**src/rsb_pkg.sv**
```systemverilog
package rsb_pkg;
  // boot mode codes
  localparam logic [3:0] BOOT_HOST_NOPLL = 4'h0;
  localparam logic [3:0] BOOT_I2C = 4'h1;
  localparam logic [3:0] BOOT_HOST_P2M32 = 4'h2;
  localparam logic [3:0] BOOT_RSV_3 = 4'h3;
  localparam logic [3:0] BOOT_HOST_P2M12 = 4'h4;
  localparam logic [3:0] BOOT_HOST_P1M12 = 4'h5;
  localparam logic [3:0] BOOT_RSV_6 = 4'h6;
  localparam logic [3:0] BOOT_HOST_P3M12 = 4'h7;
  localparam logic [3:0] BOOT_SPI_NOPLL = 4'h8;
  localparam logic [3:0] BOOT_SPI_P1M17 = 4'h9;
  localparam logic [3:0] BOOT_SPI_P2M16 = 4'hA;
  localparam logic [3:0] BOOT_SPI_P3M18 = 4'hB;
  localparam logic [3:0] BOOT_SPI_ALT = 4'hC;
  // clock select encodings
  localparam logic [1:0] CLK_SRC_DIRECT = 2'h0;
  localparam logic [1:0] CLK_SRC_PLL_A = 2'h1;
  localparam logic [1:0] CLK_SRC_PLL_B = 2'h3;
  // i2c bit clock divider
  localparam logic [7:0] I2C_BIT_DIV = 8'h80;
  // reset values
  localparam logic [3:0] RST_BOOT_MODE = 4'h0;
  localparam logic [1:0] RST_PREDIV = 2'h0;
  localparam logic [5:0] RST_MULT = 6'h00;
  // host boot group: four 16-bit words, msw first
  localparam int HOST_WORDS_PER_GROUP = 4;

  typedef enum logic [2:0] {
    RSB_PORT_HOST,
    RSB_PORT_I2C,
    RSB_PORT_SPI_MAIN,
    RSB_PORT_SPI_ALT,
    RSB_PORT_NONE
  } rsb_port_e;
endpackage

```
**src/rsb_dec_if.sv**
```systemverilog
`timescale 1ns/1ps
interface rsb_dec_if;
  logic [3:0] code;
  rsb_pkg::rsb_port_e port;
  logic pll_used;
  logic [1:0] prediv;
  logic [5:0] mult;
  logic [1:0] clk_src;
  logic range_bit;
  logic invalid;
  modport dec (input code, output port, pll_used, prediv, mult, clk_src, range_bit, invalid);
  modport top (output code, input port, pll_used, prediv, mult, clk_src, range_bit, invalid);
endinterface

```
**src/rsb_boot_decode.sv**
```systemverilog
`timescale 1ns/1ps
module rsb_boot_decode (
  rsb_dec_if.dec d
);
  always_comb begin
    d.port = rsb_pkg::RSB_PORT_NONE;
    d.pll_used = 1'b0;
    d.prediv = rsb_pkg::RST_PREDIV;
    d.mult = rsb_pkg::RST_MULT;
    d.clk_src = rsb_pkg::CLK_SRC_DIRECT;
    d.range_bit = 1'b0;
    d.invalid = 1'b0;
    case (d.code)
      rsb_pkg::BOOT_HOST_NOPLL: begin
        d.port = rsb_pkg::RSB_PORT_HOST;
      end
      rsb_pkg::BOOT_HOST_P1M12: begin
        d.port = rsb_pkg::RSB_PORT_HOST;
        d.pll_used = 1'b1;
        d.prediv = 2'h1;
        d.mult = 6'h0C;
        d.clk_src = rsb_pkg::CLK_SRC_PLL_B;
        d.range_bit = 1'b1;
      end
      rsb_pkg::BOOT_HOST_P2M32: begin
        d.port = rsb_pkg::RSB_PORT_HOST;
        d.pll_used = 1'b1;
        d.prediv = 2'h2;
        d.mult = 6'h20;
        d.clk_src = rsb_pkg::CLK_SRC_PLL_A;
        d.range_bit = 1'b1;
      end
      rsb_pkg::BOOT_HOST_P3M12: begin
        d.port = rsb_pkg::RSB_PORT_HOST;
        d.pll_used = 1'b1;
        d.prediv = 2'h3;
        d.mult = 6'h0C;
        d.clk_src = rsb_pkg::CLK_SRC_PLL_B;
        d.range_bit = 1'b1;
      end
      rsb_pkg::BOOT_HOST_P2M12: begin
        d.port = rsb_pkg::RSB_PORT_HOST;
        d.pll_used = 1'b1;
        d.prediv = 2'h2;
        d.mult = 6'h0C;
        d.clk_src = rsb_pkg::CLK_SRC_PLL_B;
        d.range_bit = 1'b1;
      end
      rsb_pkg::BOOT_SPI_NOPLL: begin
        d.port = rsb_pkg::RSB_PORT_SPI_MAIN;
      end
      rsb_pkg::BOOT_SPI_P1M17: begin
        d.port = rsb_pkg::RSB_PORT_SPI_MAIN;
        d.pll_used = 1'b1;
        d.prediv = 2'h1;
        d.mult = 6'h11;
        d.clk_src = rsb_pkg::CLK_SRC_PLL_B;
      end
      rsb_pkg::BOOT_SPI_P2M16: begin
        d.port = rsb_pkg::RSB_PORT_SPI_MAIN;
        d.pll_used = 1'b1;
        d.prediv = 2'h2;
        d.mult = 6'h10;
        d.clk_src = rsb_pkg::CLK_SRC_PLL_B;
      end
      rsb_pkg::BOOT_SPI_P3M18: begin
        d.port = rsb_pkg::RSB_PORT_SPI_MAIN;
        d.pll_used = 1'b1;
        d.prediv = 2'h3;
        d.mult = 6'h12;
        d.clk_src = rsb_pkg::CLK_SRC_PLL_B;
      end
      rsb_pkg::BOOT_SPI_ALT: begin
        d.port = rsb_pkg::RSB_PORT_SPI_ALT;
      end
      rsb_pkg::BOOT_I2C: begin
        d.port = rsb_pkg::RSB_PORT_I2C;
      end
      default: begin
        d.invalid = 1'b1;
      end
    endcase
  end
endmodule // rsb_boot_decode

```
**src/rsb_reset_strap.sv**
```systemverilog
`timescale 1ns/1ps
// Contract
// - Boot, watchdog, strobe polarity and width straps are latched as power-on reset ends.
// - Latched watchdog strap 0 disables the watchdog and 1 enables it.
// - Latched strobe polarity strap 0 gives active-low host strobes and 1 active-high.
// - Latched width strap 0 gives a 16-bit host port and 1 gives an 8-bit port.
// - After power-on reset the PLL is bypassed until boot software enables it.
// - Code 0000 is host boot without PLL, clock select 00, range 0.
// - Host PLL codes 0101, 0010, 0111, 0100 give their predivide, multiply, select, range 1.
// - Codes 1000 to 1011 are main-pin SPI boot with range 0, 1000 without PLL and 1001 to 1011 with their PLL settings.
// - Code 1100 is alternate-pin SPI boot without PLL and clock select 00.
// - Host boot runs the port without DMA and polled on both sides.
// - Host strobe configuration follows the polarity strap and the dual-strobe select pin.
// - Host port straps are captured only at power-on reset end, not at hard reset.
// - Host data port bit 0 is always the least significant bit.
module rsb_reset_strap (
  input wire logic clock_i,
  input wire logic srst_i,
  input wire logic power_on_reset_in_i,
  input wire logic hard_reset_i,
  input wire logic [3:0] boot_mode_straps_i,
  input wire logic watchdog_enable_strap_i,
  input wire logic host_strobe_polarity_strap_i,
  input wire logic host_narrow_width_strap_i,
  input wire logic host_dual_strobe_select_i,
  input wire logic pll_enable_req_i,
  output logic [3:0] boot_mode_o,
  output rsb_pkg::rsb_port_e boot_port_o,
  output logic boot_mode_invalid_o,
  output logic pll_bypass_o,
  output logic pll_config_valid_o,
  output logic [1:0] pll_prediv_o,
  output logic [5:0] pll_mult_o,
  output logic [1:0] clock_source_select_o,
  output logic pll_range_bit_o,
  output logic [7:0] i2c_bit_div_o,
  output logic watchdog_enable_o,
  output logic host_strobe_active_high_o,
  output logic host_dual_strobe_o,
  output logic host_narrow_width_o,
  output logic host_dma_enable_o,
  output logic host_polled_mode_o,
  output logic host_data_lsb0_o,
  output logic config_ready_o
);
  // power_on_reset_in_i is active low: high releases it
  rsb_dec_if dif ();
  logic por_prev;
  logic [3:0] boot_mode;
  rsb_pkg::rsb_port_e boot_port;
  logic invalid, bypass, cfg_valid, range_bit, wdog, pol, dual, narrow, dma, polled, ready;
  logic [1:0] prediv, clk_src;
  logic [5:0] mult;
  logic [7:0] i2c_div;
  logic next_por_prev;
  logic [3:0] next_boot_mode;
  rsb_pkg::rsb_port_e next_boot_port;
  logic next_invalid, next_bypass, next_cfg_valid, next_range_bit, next_wdog, next_pol;
  logic next_dual, next_narrow, next_dma, next_polled, next_ready;
  logic [1:0] next_prediv, next_clk_src;
  logic [5:0] next_mult;
  logic [7:0] next_i2c_div;
  logic por_rise;

  assign dif.code = boot_mode_straps_i;
  rsb_boot_decode u_dec (
    .d(dif.dec)
  );

  always_comb begin
    por_rise = power_on_reset_in_i & ~por_prev;
    next_por_prev = power_on_reset_in_i;
    next_boot_mode = boot_mode;
    next_boot_port = boot_port;
    next_invalid = invalid;
    next_bypass = bypass;
    next_cfg_valid = cfg_valid;
    next_prediv = prediv;
    next_mult = mult;
    next_clk_src = clk_src;
    next_range_bit = range_bit;
    next_i2c_div = i2c_div;
    next_wdog = wdog;
    next_pol = pol;
    next_dual = dual;
    next_narrow = narrow;
    next_dma = dma;
    next_polled = polled;
    next_ready = ready;
    if (!power_on_reset_in_i) begin
      // held in reset: bypass PLL, clear readiness
      next_bypass = 1'b1;
      next_ready = 1'b0;
    end else if (por_rise) begin
      next_boot_mode = boot_mode_straps_i;
      next_boot_port = dif.port;
      next_invalid = dif.invalid;
      next_cfg_valid = dif.pll_used & ~dif.invalid;
      next_prediv = dif.prediv;
      next_mult = dif.mult;
      next_clk_src = dif.clk_src;
      next_range_bit = dif.range_bit;
      next_i2c_div = (dif.port == rsb_pkg::RSB_PORT_I2C) ? rsb_pkg::I2C_BIT_DIV : 8'h00;
      next_wdog = watchdog_enable_strap_i;
      // host straps only here, so a hard reset cannot touch them
      next_pol = host_strobe_polarity_strap_i;
      next_dual = host_dual_strobe_select_i;
      next_narrow = host_narrow_width_strap_i;
      next_dma = 1'b0;
      next_polled = (dif.port == rsb_pkg::RSB_PORT_HOST);
      next_bypass = 1'b1;
      next_ready = 1'b1;
    end else if (hard_reset_i) begin
      // hard reset reruns boot with PLL bypassed; host config kept
      next_bypass = 1'b1;
    end else if (pll_enable_req_i && ready && cfg_valid) begin
      next_bypass = 1'b0;
    end
  end

  always_ff @(posedge clock_i) begin
    if (srst_i) begin
      por_prev <= 1'b0;
      boot_mode <= rsb_pkg::RST_BOOT_MODE;
      boot_port <= rsb_pkg::RSB_PORT_NONE;
      invalid <= 1'b0;
      bypass <= 1'b1;
      cfg_valid <= 1'b0;
      prediv <= rsb_pkg::RST_PREDIV;
      mult <= rsb_pkg::RST_MULT;
      clk_src <= rsb_pkg::CLK_SRC_DIRECT;
      range_bit <= 1'b0;
      i2c_div <= 8'h00;
      wdog <= 1'b0;
      pol <= 1'b0;
      dual <= 1'b0;
      narrow <= 1'b0;
      dma <= 1'b0;
      polled <= 1'b0;
      ready <= 1'b0;
    end else begin
      por_prev <= next_por_prev;
      boot_mode <= next_boot_mode;
      boot_port <= next_boot_port;
      invalid <= next_invalid;
      bypass <= next_bypass;
      cfg_valid <= next_cfg_valid;
      prediv <= next_prediv;
      mult <= next_mult;
      clk_src <= next_clk_src;
      range_bit <= next_range_bit;
      i2c_div <= next_i2c_div;
      wdog <= next_wdog;
      pol <= next_pol;
      dual <= next_dual;
      narrow <= next_narrow;
      dma <= next_dma;
      polled <= next_polled;
      ready <= next_ready;
    end
  end

  assign boot_mode_o = boot_mode;
  assign boot_port_o = boot_port;
  assign boot_mode_invalid_o = invalid;
  assign pll_bypass_o = bypass;
  assign pll_config_valid_o = cfg_valid;
  assign pll_prediv_o = prediv;
  assign pll_mult_o = mult;
  assign clock_source_select_o = clk_src;
  assign pll_range_bit_o = range_bit;
  assign i2c_bit_div_o = i2c_div;
  assign watchdog_enable_o = wdog;
  assign host_strobe_active_high_o = pol;
  assign host_dual_strobe_o = dual;
  assign host_narrow_width_o = narrow;
  assign host_dma_enable_o = dma;
  assign host_polled_mode_o = polled;
  assign host_data_lsb0_o = 1'b1; // fixed bit order, no swap option
  assign config_ready_o = ready;

  // assertions
  property p_latch_boot;
    @(posedge clock_i) disable iff (srst_i)
      por_rise |=> (boot_mode_o == $past(boot_mode_straps_i));
  endproperty
  a_latch_boot: assert property (p_latch_boot) else $error("boot mode not latched");

  property p_hold;
    @(posedge clock_i) disable iff (srst_i)
      (power_on_reset_in_i && por_prev) |=> $stable(boot_mode_o) && $stable(watchdog_enable_o);
  endproperty
  a_hold: assert property (p_hold) else $error("latched straps changed");

  property p_wdog;
    @(posedge clock_i) disable iff (srst_i)
      por_rise |=> (watchdog_enable_o == $past(watchdog_enable_strap_i));
  endproperty
  a_wdog: assert property (p_wdog) else $error("watchdog strap wrong");

  property p_pol;
    @(posedge clock_i) disable iff (srst_i)
      por_rise |=> (host_strobe_active_high_o == $past(host_strobe_polarity_strap_i))
        && (host_dual_strobe_o == $past(host_dual_strobe_select_i));
  endproperty
  a_pol: assert property (p_pol) else $error("strobe config wrong");

  property p_width;
    @(posedge clock_i) disable iff (srst_i)
      por_rise |=> (host_narrow_width_o == $past(host_narrow_width_strap_i));
  endproperty
  a_width: assert property (p_width) else $error("width strap wrong");

  property p_bypass;
    @(posedge clock_i) disable iff (srst_i)
      por_rise |=> pll_bypass_o;
  endproperty
  a_bypass: assert property (p_bypass) else $error("pll not bypassed after reset");

  property p_code0;
    @(posedge clock_i) disable iff (srst_i)
      (por_rise && boot_mode_straps_i == 4'h0) |=>
        (clock_source_select_o == 2'h0) && !pll_range_bit_o && !pll_config_valid_o;
  endproperty
  a_code0: assert property (p_code0) else $error("code 0000 decode wrong");

  property p_code2;
    @(posedge clock_i) disable iff (srst_i)
      (por_rise && boot_mode_straps_i == 4'h2) |=> (pll_mult_o == 6'h20)
        && (pll_prediv_o == 2'h2) && (clock_source_select_o == 2'h1) && pll_range_bit_o;
  endproperty
  a_code2: assert property (p_code2) else $error("code 0010 decode wrong");

  property p_spi;
    @(posedge clock_i) disable iff (srst_i)
      (por_rise && boot_mode_straps_i == 4'h9) |=> (pll_mult_o == 6'h11)
        && (clock_source_select_o == 2'h3) && !pll_range_bit_o;
  endproperty
  a_spi: assert property (p_spi) else $error("code 1001 decode wrong");

  property p_i2c;
    @(posedge clock_i) disable iff (srst_i)
      (por_rise && boot_mode_straps_i == 4'h1) |=> (i2c_bit_div_o == 8'h80);
  endproperty
  a_i2c: assert property (p_i2c) else $error("i2c divider wrong");

  property p_hard;
    @(posedge clock_i) disable iff (srst_i)
      (power_on_reset_in_i && por_prev && hard_reset_i) |=> $stable(host_narrow_width_o)
        && $stable(host_strobe_active_high_o) && pll_bypass_o;
  endproperty
  a_hard: assert property (p_hard) else $error("hard reset changed host config");

  property p_rsv;
    @(posedge clock_i) disable iff (srst_i)
      boot_mode_invalid_o |-> !pll_config_valid_o ##1 pll_bypass_o;
  endproperty
  a_rsv: assert property (p_rsv) else $error("reserved code configured pll");

  property p_rsv_port;
    @(posedge clock_i) disable iff (srst_i)
      (por_rise && boot_mode_straps_i == 4'hF) |=> boot_mode_invalid_o
        && (boot_port_o == rsb_pkg::RSB_PORT_NONE) && (pll_mult_o == 6'h00);
  endproperty
  a_rsv_port: assert property (p_rsv_port) else $error("reserved code not flagged");

  property p_code5;
    @(posedge clock_i) disable iff (srst_i)
      (por_rise && boot_mode_straps_i == 4'h5) |=> (pll_prediv_o == 2'h1) && (pll_mult_o == 6'h0C)
        && (clock_source_select_o == 2'h3) && pll_range_bit_o && pll_config_valid_o;
  endproperty
  a_code5: assert property (p_code5) else $error("code 0101 decode wrong");

  property p_spi_b;
    @(posedge clock_i) disable iff (srst_i)
      (por_rise && boot_mode_straps_i == 4'hB) |=> (pll_prediv_o == 2'h3) && (pll_mult_o == 6'h12)
        && (clock_source_select_o == 2'h3) && !pll_range_bit_o;
  endproperty
  a_spi_b: assert property (p_spi_b) else $error("code 1011 decode wrong");

  property p_spi_alt;
    @(posedge clock_i) disable iff (srst_i)
      (por_rise && boot_mode_straps_i == 4'hC) |=> (boot_port_o == rsb_pkg::RSB_PORT_SPI_ALT)
        && (clock_source_select_o == 2'h0) && !pll_config_valid_o;
  endproperty
  a_spi_alt: assert property (p_spi_alt) else $error("code 1100 decode wrong");

  property p_i2c_port;
    @(posedge clock_i) disable iff (srst_i)
      (por_rise && boot_mode_straps_i == 4'h1) |=> (boot_port_o == rsb_pkg::RSB_PORT_I2C)
        && (clock_source_select_o == 2'h0) && !pll_config_valid_o;
  endproperty
  a_i2c_port: assert property (p_i2c_port) else $error("code 0001 decode wrong");

  property p_host_poll;
    @(posedge clock_i) disable iff (srst_i)
      por_rise |=> !host_dma_enable_o
        && (host_polled_mode_o == (boot_port_o == rsb_pkg::RSB_PORT_HOST));
  endproperty
  a_host_poll: assert property (p_host_poll) else $error("host port mode wrong");

  property p_por_low;
    @(posedge clock_i) disable iff (srst_i)
      !power_on_reset_in_i |=> pll_bypass_o && !config_ready_o;
  endproperty
  a_por_low: assert property (p_por_low) else $error("bypass lost in reset");

  // leaving bypass needs both a finished latch and a pll code
  property p_refuse;
    @(posedge clock_i) disable iff (srst_i)
      (pll_bypass_o && !(config_ready_o && pll_config_valid_o)) |=> pll_bypass_o;
  endproperty
  a_refuse: assert property (p_refuse) else $error("pll enabled without config");

  c_host: cover property (@(posedge clock_i) por_rise && boot_mode_straps_i == 4'h5);
  c_spi_alt: cover property (@(posedge clock_i) por_rise && boot_mode_straps_i == 4'hC);
  c_hard: cover property (@(posedge clock_i) hard_reset_i && config_ready_o && !pll_bypass_o);
  c_pll_on: cover property (@(posedge clock_i) $fell(pll_bypass_o));
  c_rsv: cover property (@(posedge clock_i) $rose(boot_mode_invalid_o));
endmodule // rsb_reset_strap

```
**config.mk**
```make
export PLATFORM = sky130hd
export DESIGN_NAME = rsb_reset_strap
export DESIGN_NICKNAME = d
export VERILOG_FILES = /design/src/rsb_pkg.sv /design/src/rsb_dec_if.sv /design/src/rsb_boot_decode.sv /design/src/rsb_reset_strap.sv
export SDC_FILE = /design/constraint.sdc
export NUM_CORES = 1
export LEC_CHECK = 0
export ABC_CLOCK_PERIOD_IN_PS = 1350
export BUFFER_PORTS_ARGS = -buffer_cell sky130_fd_sc_hd__buf_2
export CELL_PAD_IN_SITES_DETAIL_PLACEMENT = 1
export CELL_PAD_IN_SITES_GLOBAL_PLACEMENT = 1
export CORE_AREA = 3 3 79 62
export DETAILED_ROUTE_END_ITERATION = 12
export DIE_AREA = 0 0 82 65
export HOLD_SLACK_MARGIN = 0.03
export PLACE_DENSITY = 0.75
export SYNTH_ARGS = -nofsm -noshare
export SYNTH_HDL_FRONTEND = slang
export SYNTH_SLANG_ARGS = --single-unit
```
**constraint.sdc**
```tcl
create_clock -name clock_i -period 1.35 [get_ports clock_i]
set_clock_uncertainty 0.2 [all_clocks]
set_input_delay 0.27 -clock clock_i [delete_from_list [all_inputs] [get_ports clock_i]]
set_output_delay 0.27 -clock clock_i [all_outputs]
set_load 0.05 [all_outputs]
```
==> results.sh <==
export IMPL_status="finished, final reports clean"
export IMPL_antenna_cells=0
export IMPL_vias=1165
export IMPL_r2r_slack_ns=0.08
export IMPL_power_density_nw_per_um2=1050
export IMPL_cp_cell_sequence="buf_2"
export IMPL_die_w_um=82
export IMPL_final_util=0.442
export IMPL_finalHoldViolCount=0
export IMPL_min_to="pll_bypass_o"
export IMPL_crit_start="pll_mult_o[3]"
export IMPL_fmax_ghz=0.745
export IMPL_grt_pass1_vias=1141
export IMPL_synth_avg_cell_area_um2=8.27
export IMPL_ys_seq_area_frac=0.452
export IMPL_end_kind="output port"
export IMPL_hold_start="pll_enable_req_i"
export IMPL_crit_fanout=3
export IMPL_path_clk_slew_ns=0.09
export IMPL_die_area_um2=5330
export IMPL_cts_tree="yes"
export IMPL_grt_pass1_wl_um=5040
export IMPL_ys_seq_elements=28
export IMPL_portBuffers=40
export IMPL_nets=223
export IMPL_yosysUniqueCellTypes=36
export IMPL_syn2layout_area_growth_pct=46.2
export IMPL_period_minus_slack_ns=1.34
export IMPL_yosys_area_top_type="dfxtp_1"
export IMPL_synth_top_area_frac=0.452
export IMPL_setup_viol=0
export IMPL_drc=0
export IMPL_reg2reg_to="pll_mult_o[3]"
export IMPL_synthesis_instances=150
export IMPL_synth_edff_count=0
export IMPL_yosysWarnings=0
export IMPL_drt_total_wl_um=3160
export IMPL_synth_area_top_cells="dfxtp_1, nand2_1, buf_4"
export IMPL_crit_family="flip-flops"
export IMPL_cts_sinks=28
export IMPL_maxSlewViolCount=0
export IMPL_viasPerCell=4.41
export IMPL_r2r_start="por_prev"
export IMPL_antenna_found_initial=0
export IMPL_crit_buf_inv=1
export IMPL_boundaryPins=50
export IMPL_dpl_cell_count=252
export IMPL_start_util=0.302
export IMPL_clock_path_buffers=2
export IMPL_leakage_nw=0.826
export IMPL_critPathSlowestCell="dfxtp_2"
export IMPL_fin_crit_sh=0.994
export IMPL_critPathMaxStageDelay_ns=0.34
export IMPL_htreeDepth=1
export IMPL_worst_setup_path_type="reg -> out"
export IMPL_clk_latency_ns=0.27
export IMPL_cts_root_buf="clkbuf_8"
export IMPL_drtIter0Drc=37
export IMPL_dp_hpwl_um=2410
export IMPL_syn_cell_area_um2=1240
export IMPL_rows=20
export IMPL_drtPass1Iterations=2
export IMPL_cp_required_ns=0.88
export IMPL_reg2reg_depth=5
export IMPL_worstHoldPathCells=4
export IMPL_rsz0062_at_grt="yes"
export IMPL_routedWlPerCell_um=12.0
export IMPL_peakVddDrop_mv=0.532
export IMPL_ant_nets=0
export IMPL_holdCritPathClass="in -> reg"
export IMPL_core_area_um2=4100
export IMPL_routabilityCongestion=0.724
export IMPL_cp_arrival_ns=0.87
export IMPL_fin_cells=264
export IMPL_cts_buffers=3
export IMPL_ys_flop_type="dfxtp_1"
export IMPL_grt_usage=0.122
export IMPL_grt_max_degree=26
export IMPL_drive_gt1_frac=0.368
export IMPL_async_reset_ff_frac=0
export IMPL_cap_violations=0
export IMPL_crit_path_start_kind="flop"
export IMPL_overflow=0
export IMPL_die_h_um=65
-- where the power goes --
part / switching (mW) / internal, mW / leakage (nW)
Combinational: 0.326 / 0.180 / 0.567
Sequential: 0.0228 / 0.865 / 0.230
Clock: 0.252 / 0.261 / 0.0288
-- metrics by stage --
stage | cell area (um2) | TNS [ns] | setup WS (ns) | hold WS (ns) | power, mW
finish | 1810 | 0 | 0.00825 | 0.116 | 1.91
global route | 1810 | -0.137 | -0.0555 | 0.117 | 2.03
CTS | 1760 | -0.0285 | -0.0145 | 0.0868 | 1.93
detailed placement | 1570 | -0.305 | -0.0757 | 0.244 | 1.36
global placement | 1570 | -0.0928 | -0.0314 | 0.240 | 1.35
floorplan | 1270 | 0 | 0.102 | 0.180 | 1.25
-- sequential cells by signal, summed over array words and instances (netlist names), 2 cells and up --
name / flops
pll_mult_o: 5
boot_mode_o: 4
boot_port_o: 3
clock_source_select_o: 2
pll_prediv_o: 2
-- Yosys cell counts (2+ instances only) --
library cell,instances
nand2_1,28
conb_1,2
buf_6,2
clkbuf_1,4
a21oi_1,17
nand2b_1,4
nor2_1,13
nand3_1,4
nor2b_1,3
dfxtp_1,28
a32oi_1,3
o211ai_1,2
xor2_1,2
buf_2,4
a22oi_1,2
buf_4,12
-- tightest hold or removal path: stages --
cell	delay, ns
buf_2	0.09
nand3_1	0.07
nand2_1	0.05
nand4b_1	0.08
-- area by class of cell --
type	instances	area, um2
fill	507	2290
sequential	28	563
multi-input combinational	105	563
timing repair buffer	70	556
tap	55	68.8
clock buffer	4	55.1
inverter	2	7.51
-- cells by family (layout without fill, tap and decap cells) --
kind of cell	after synthesis	after routing	synth area share
buffers and inverters	24	76	0.125
other	2	9	0.00606
AOI/OAI and AO/OA	33	33	0.168
xor gates and xnor gates	3	3	0.0212
muxes	1	1	0.00807
DFF	28	28	0.452
and+or+nand+nor	59	59	0.220
-- routing by layer --
layer | global-route usage | vias to the layer above | share of wire
met5 | 0 | - | 0
met4 | 0.0249 | 0 | 0.0060
met3 | 0.0389 | 4 | 0.062
met2 | 0.208 | 28 | 0.47
met1 | 0.151 | 535 | 0.46
li1 | - | 598 | -
-- what timing repair did --
action                                  in CTS  in global routing
hold buffers                                 6                  0
endpoints found under the setup margin      30                 22
endpoints found under the hold margin        6                  0
gates resized for setup                     29                 13
gates cloned                                 0                  0
buffers inserted                             0                  2
-- worst max-delay path by stage --
stage	endpoint	slack, ns	cells past startpoint
final	pll_mult_o[3]	0.008	1
after global routing	pll_mult_o[2]	-0.06	1
after CTS	pll_mult_o[3]	-0.01	1
after detailed placement	boot_port_o[2]	-0.08	5
after global placement	pll_prediv_o[1]	-0.03	5
after floorplan	i2c_bit_div_o[7]	0.10	5
-- layout by cell type, fill, tap and decap left out, types with 2 or more instances in the layout --
cell           instances
a21boi_1               2
a21oi_1               17
a22oi_1                2
a32oi_1                3
buf_2                 14
buf_4                 39
buf_6                 10
clkbuf_8               4
conb_1                 9
dfxtp_1               26
dfxtp_2                2
dlygate4sd3_1          6
nand2_1               28
nand2b_1               3
nand3_1                4
nor2_1                13
nor2b_2                2
o211ai_1               2
xor2_1                 2
(Power assumes the default switching activity.)
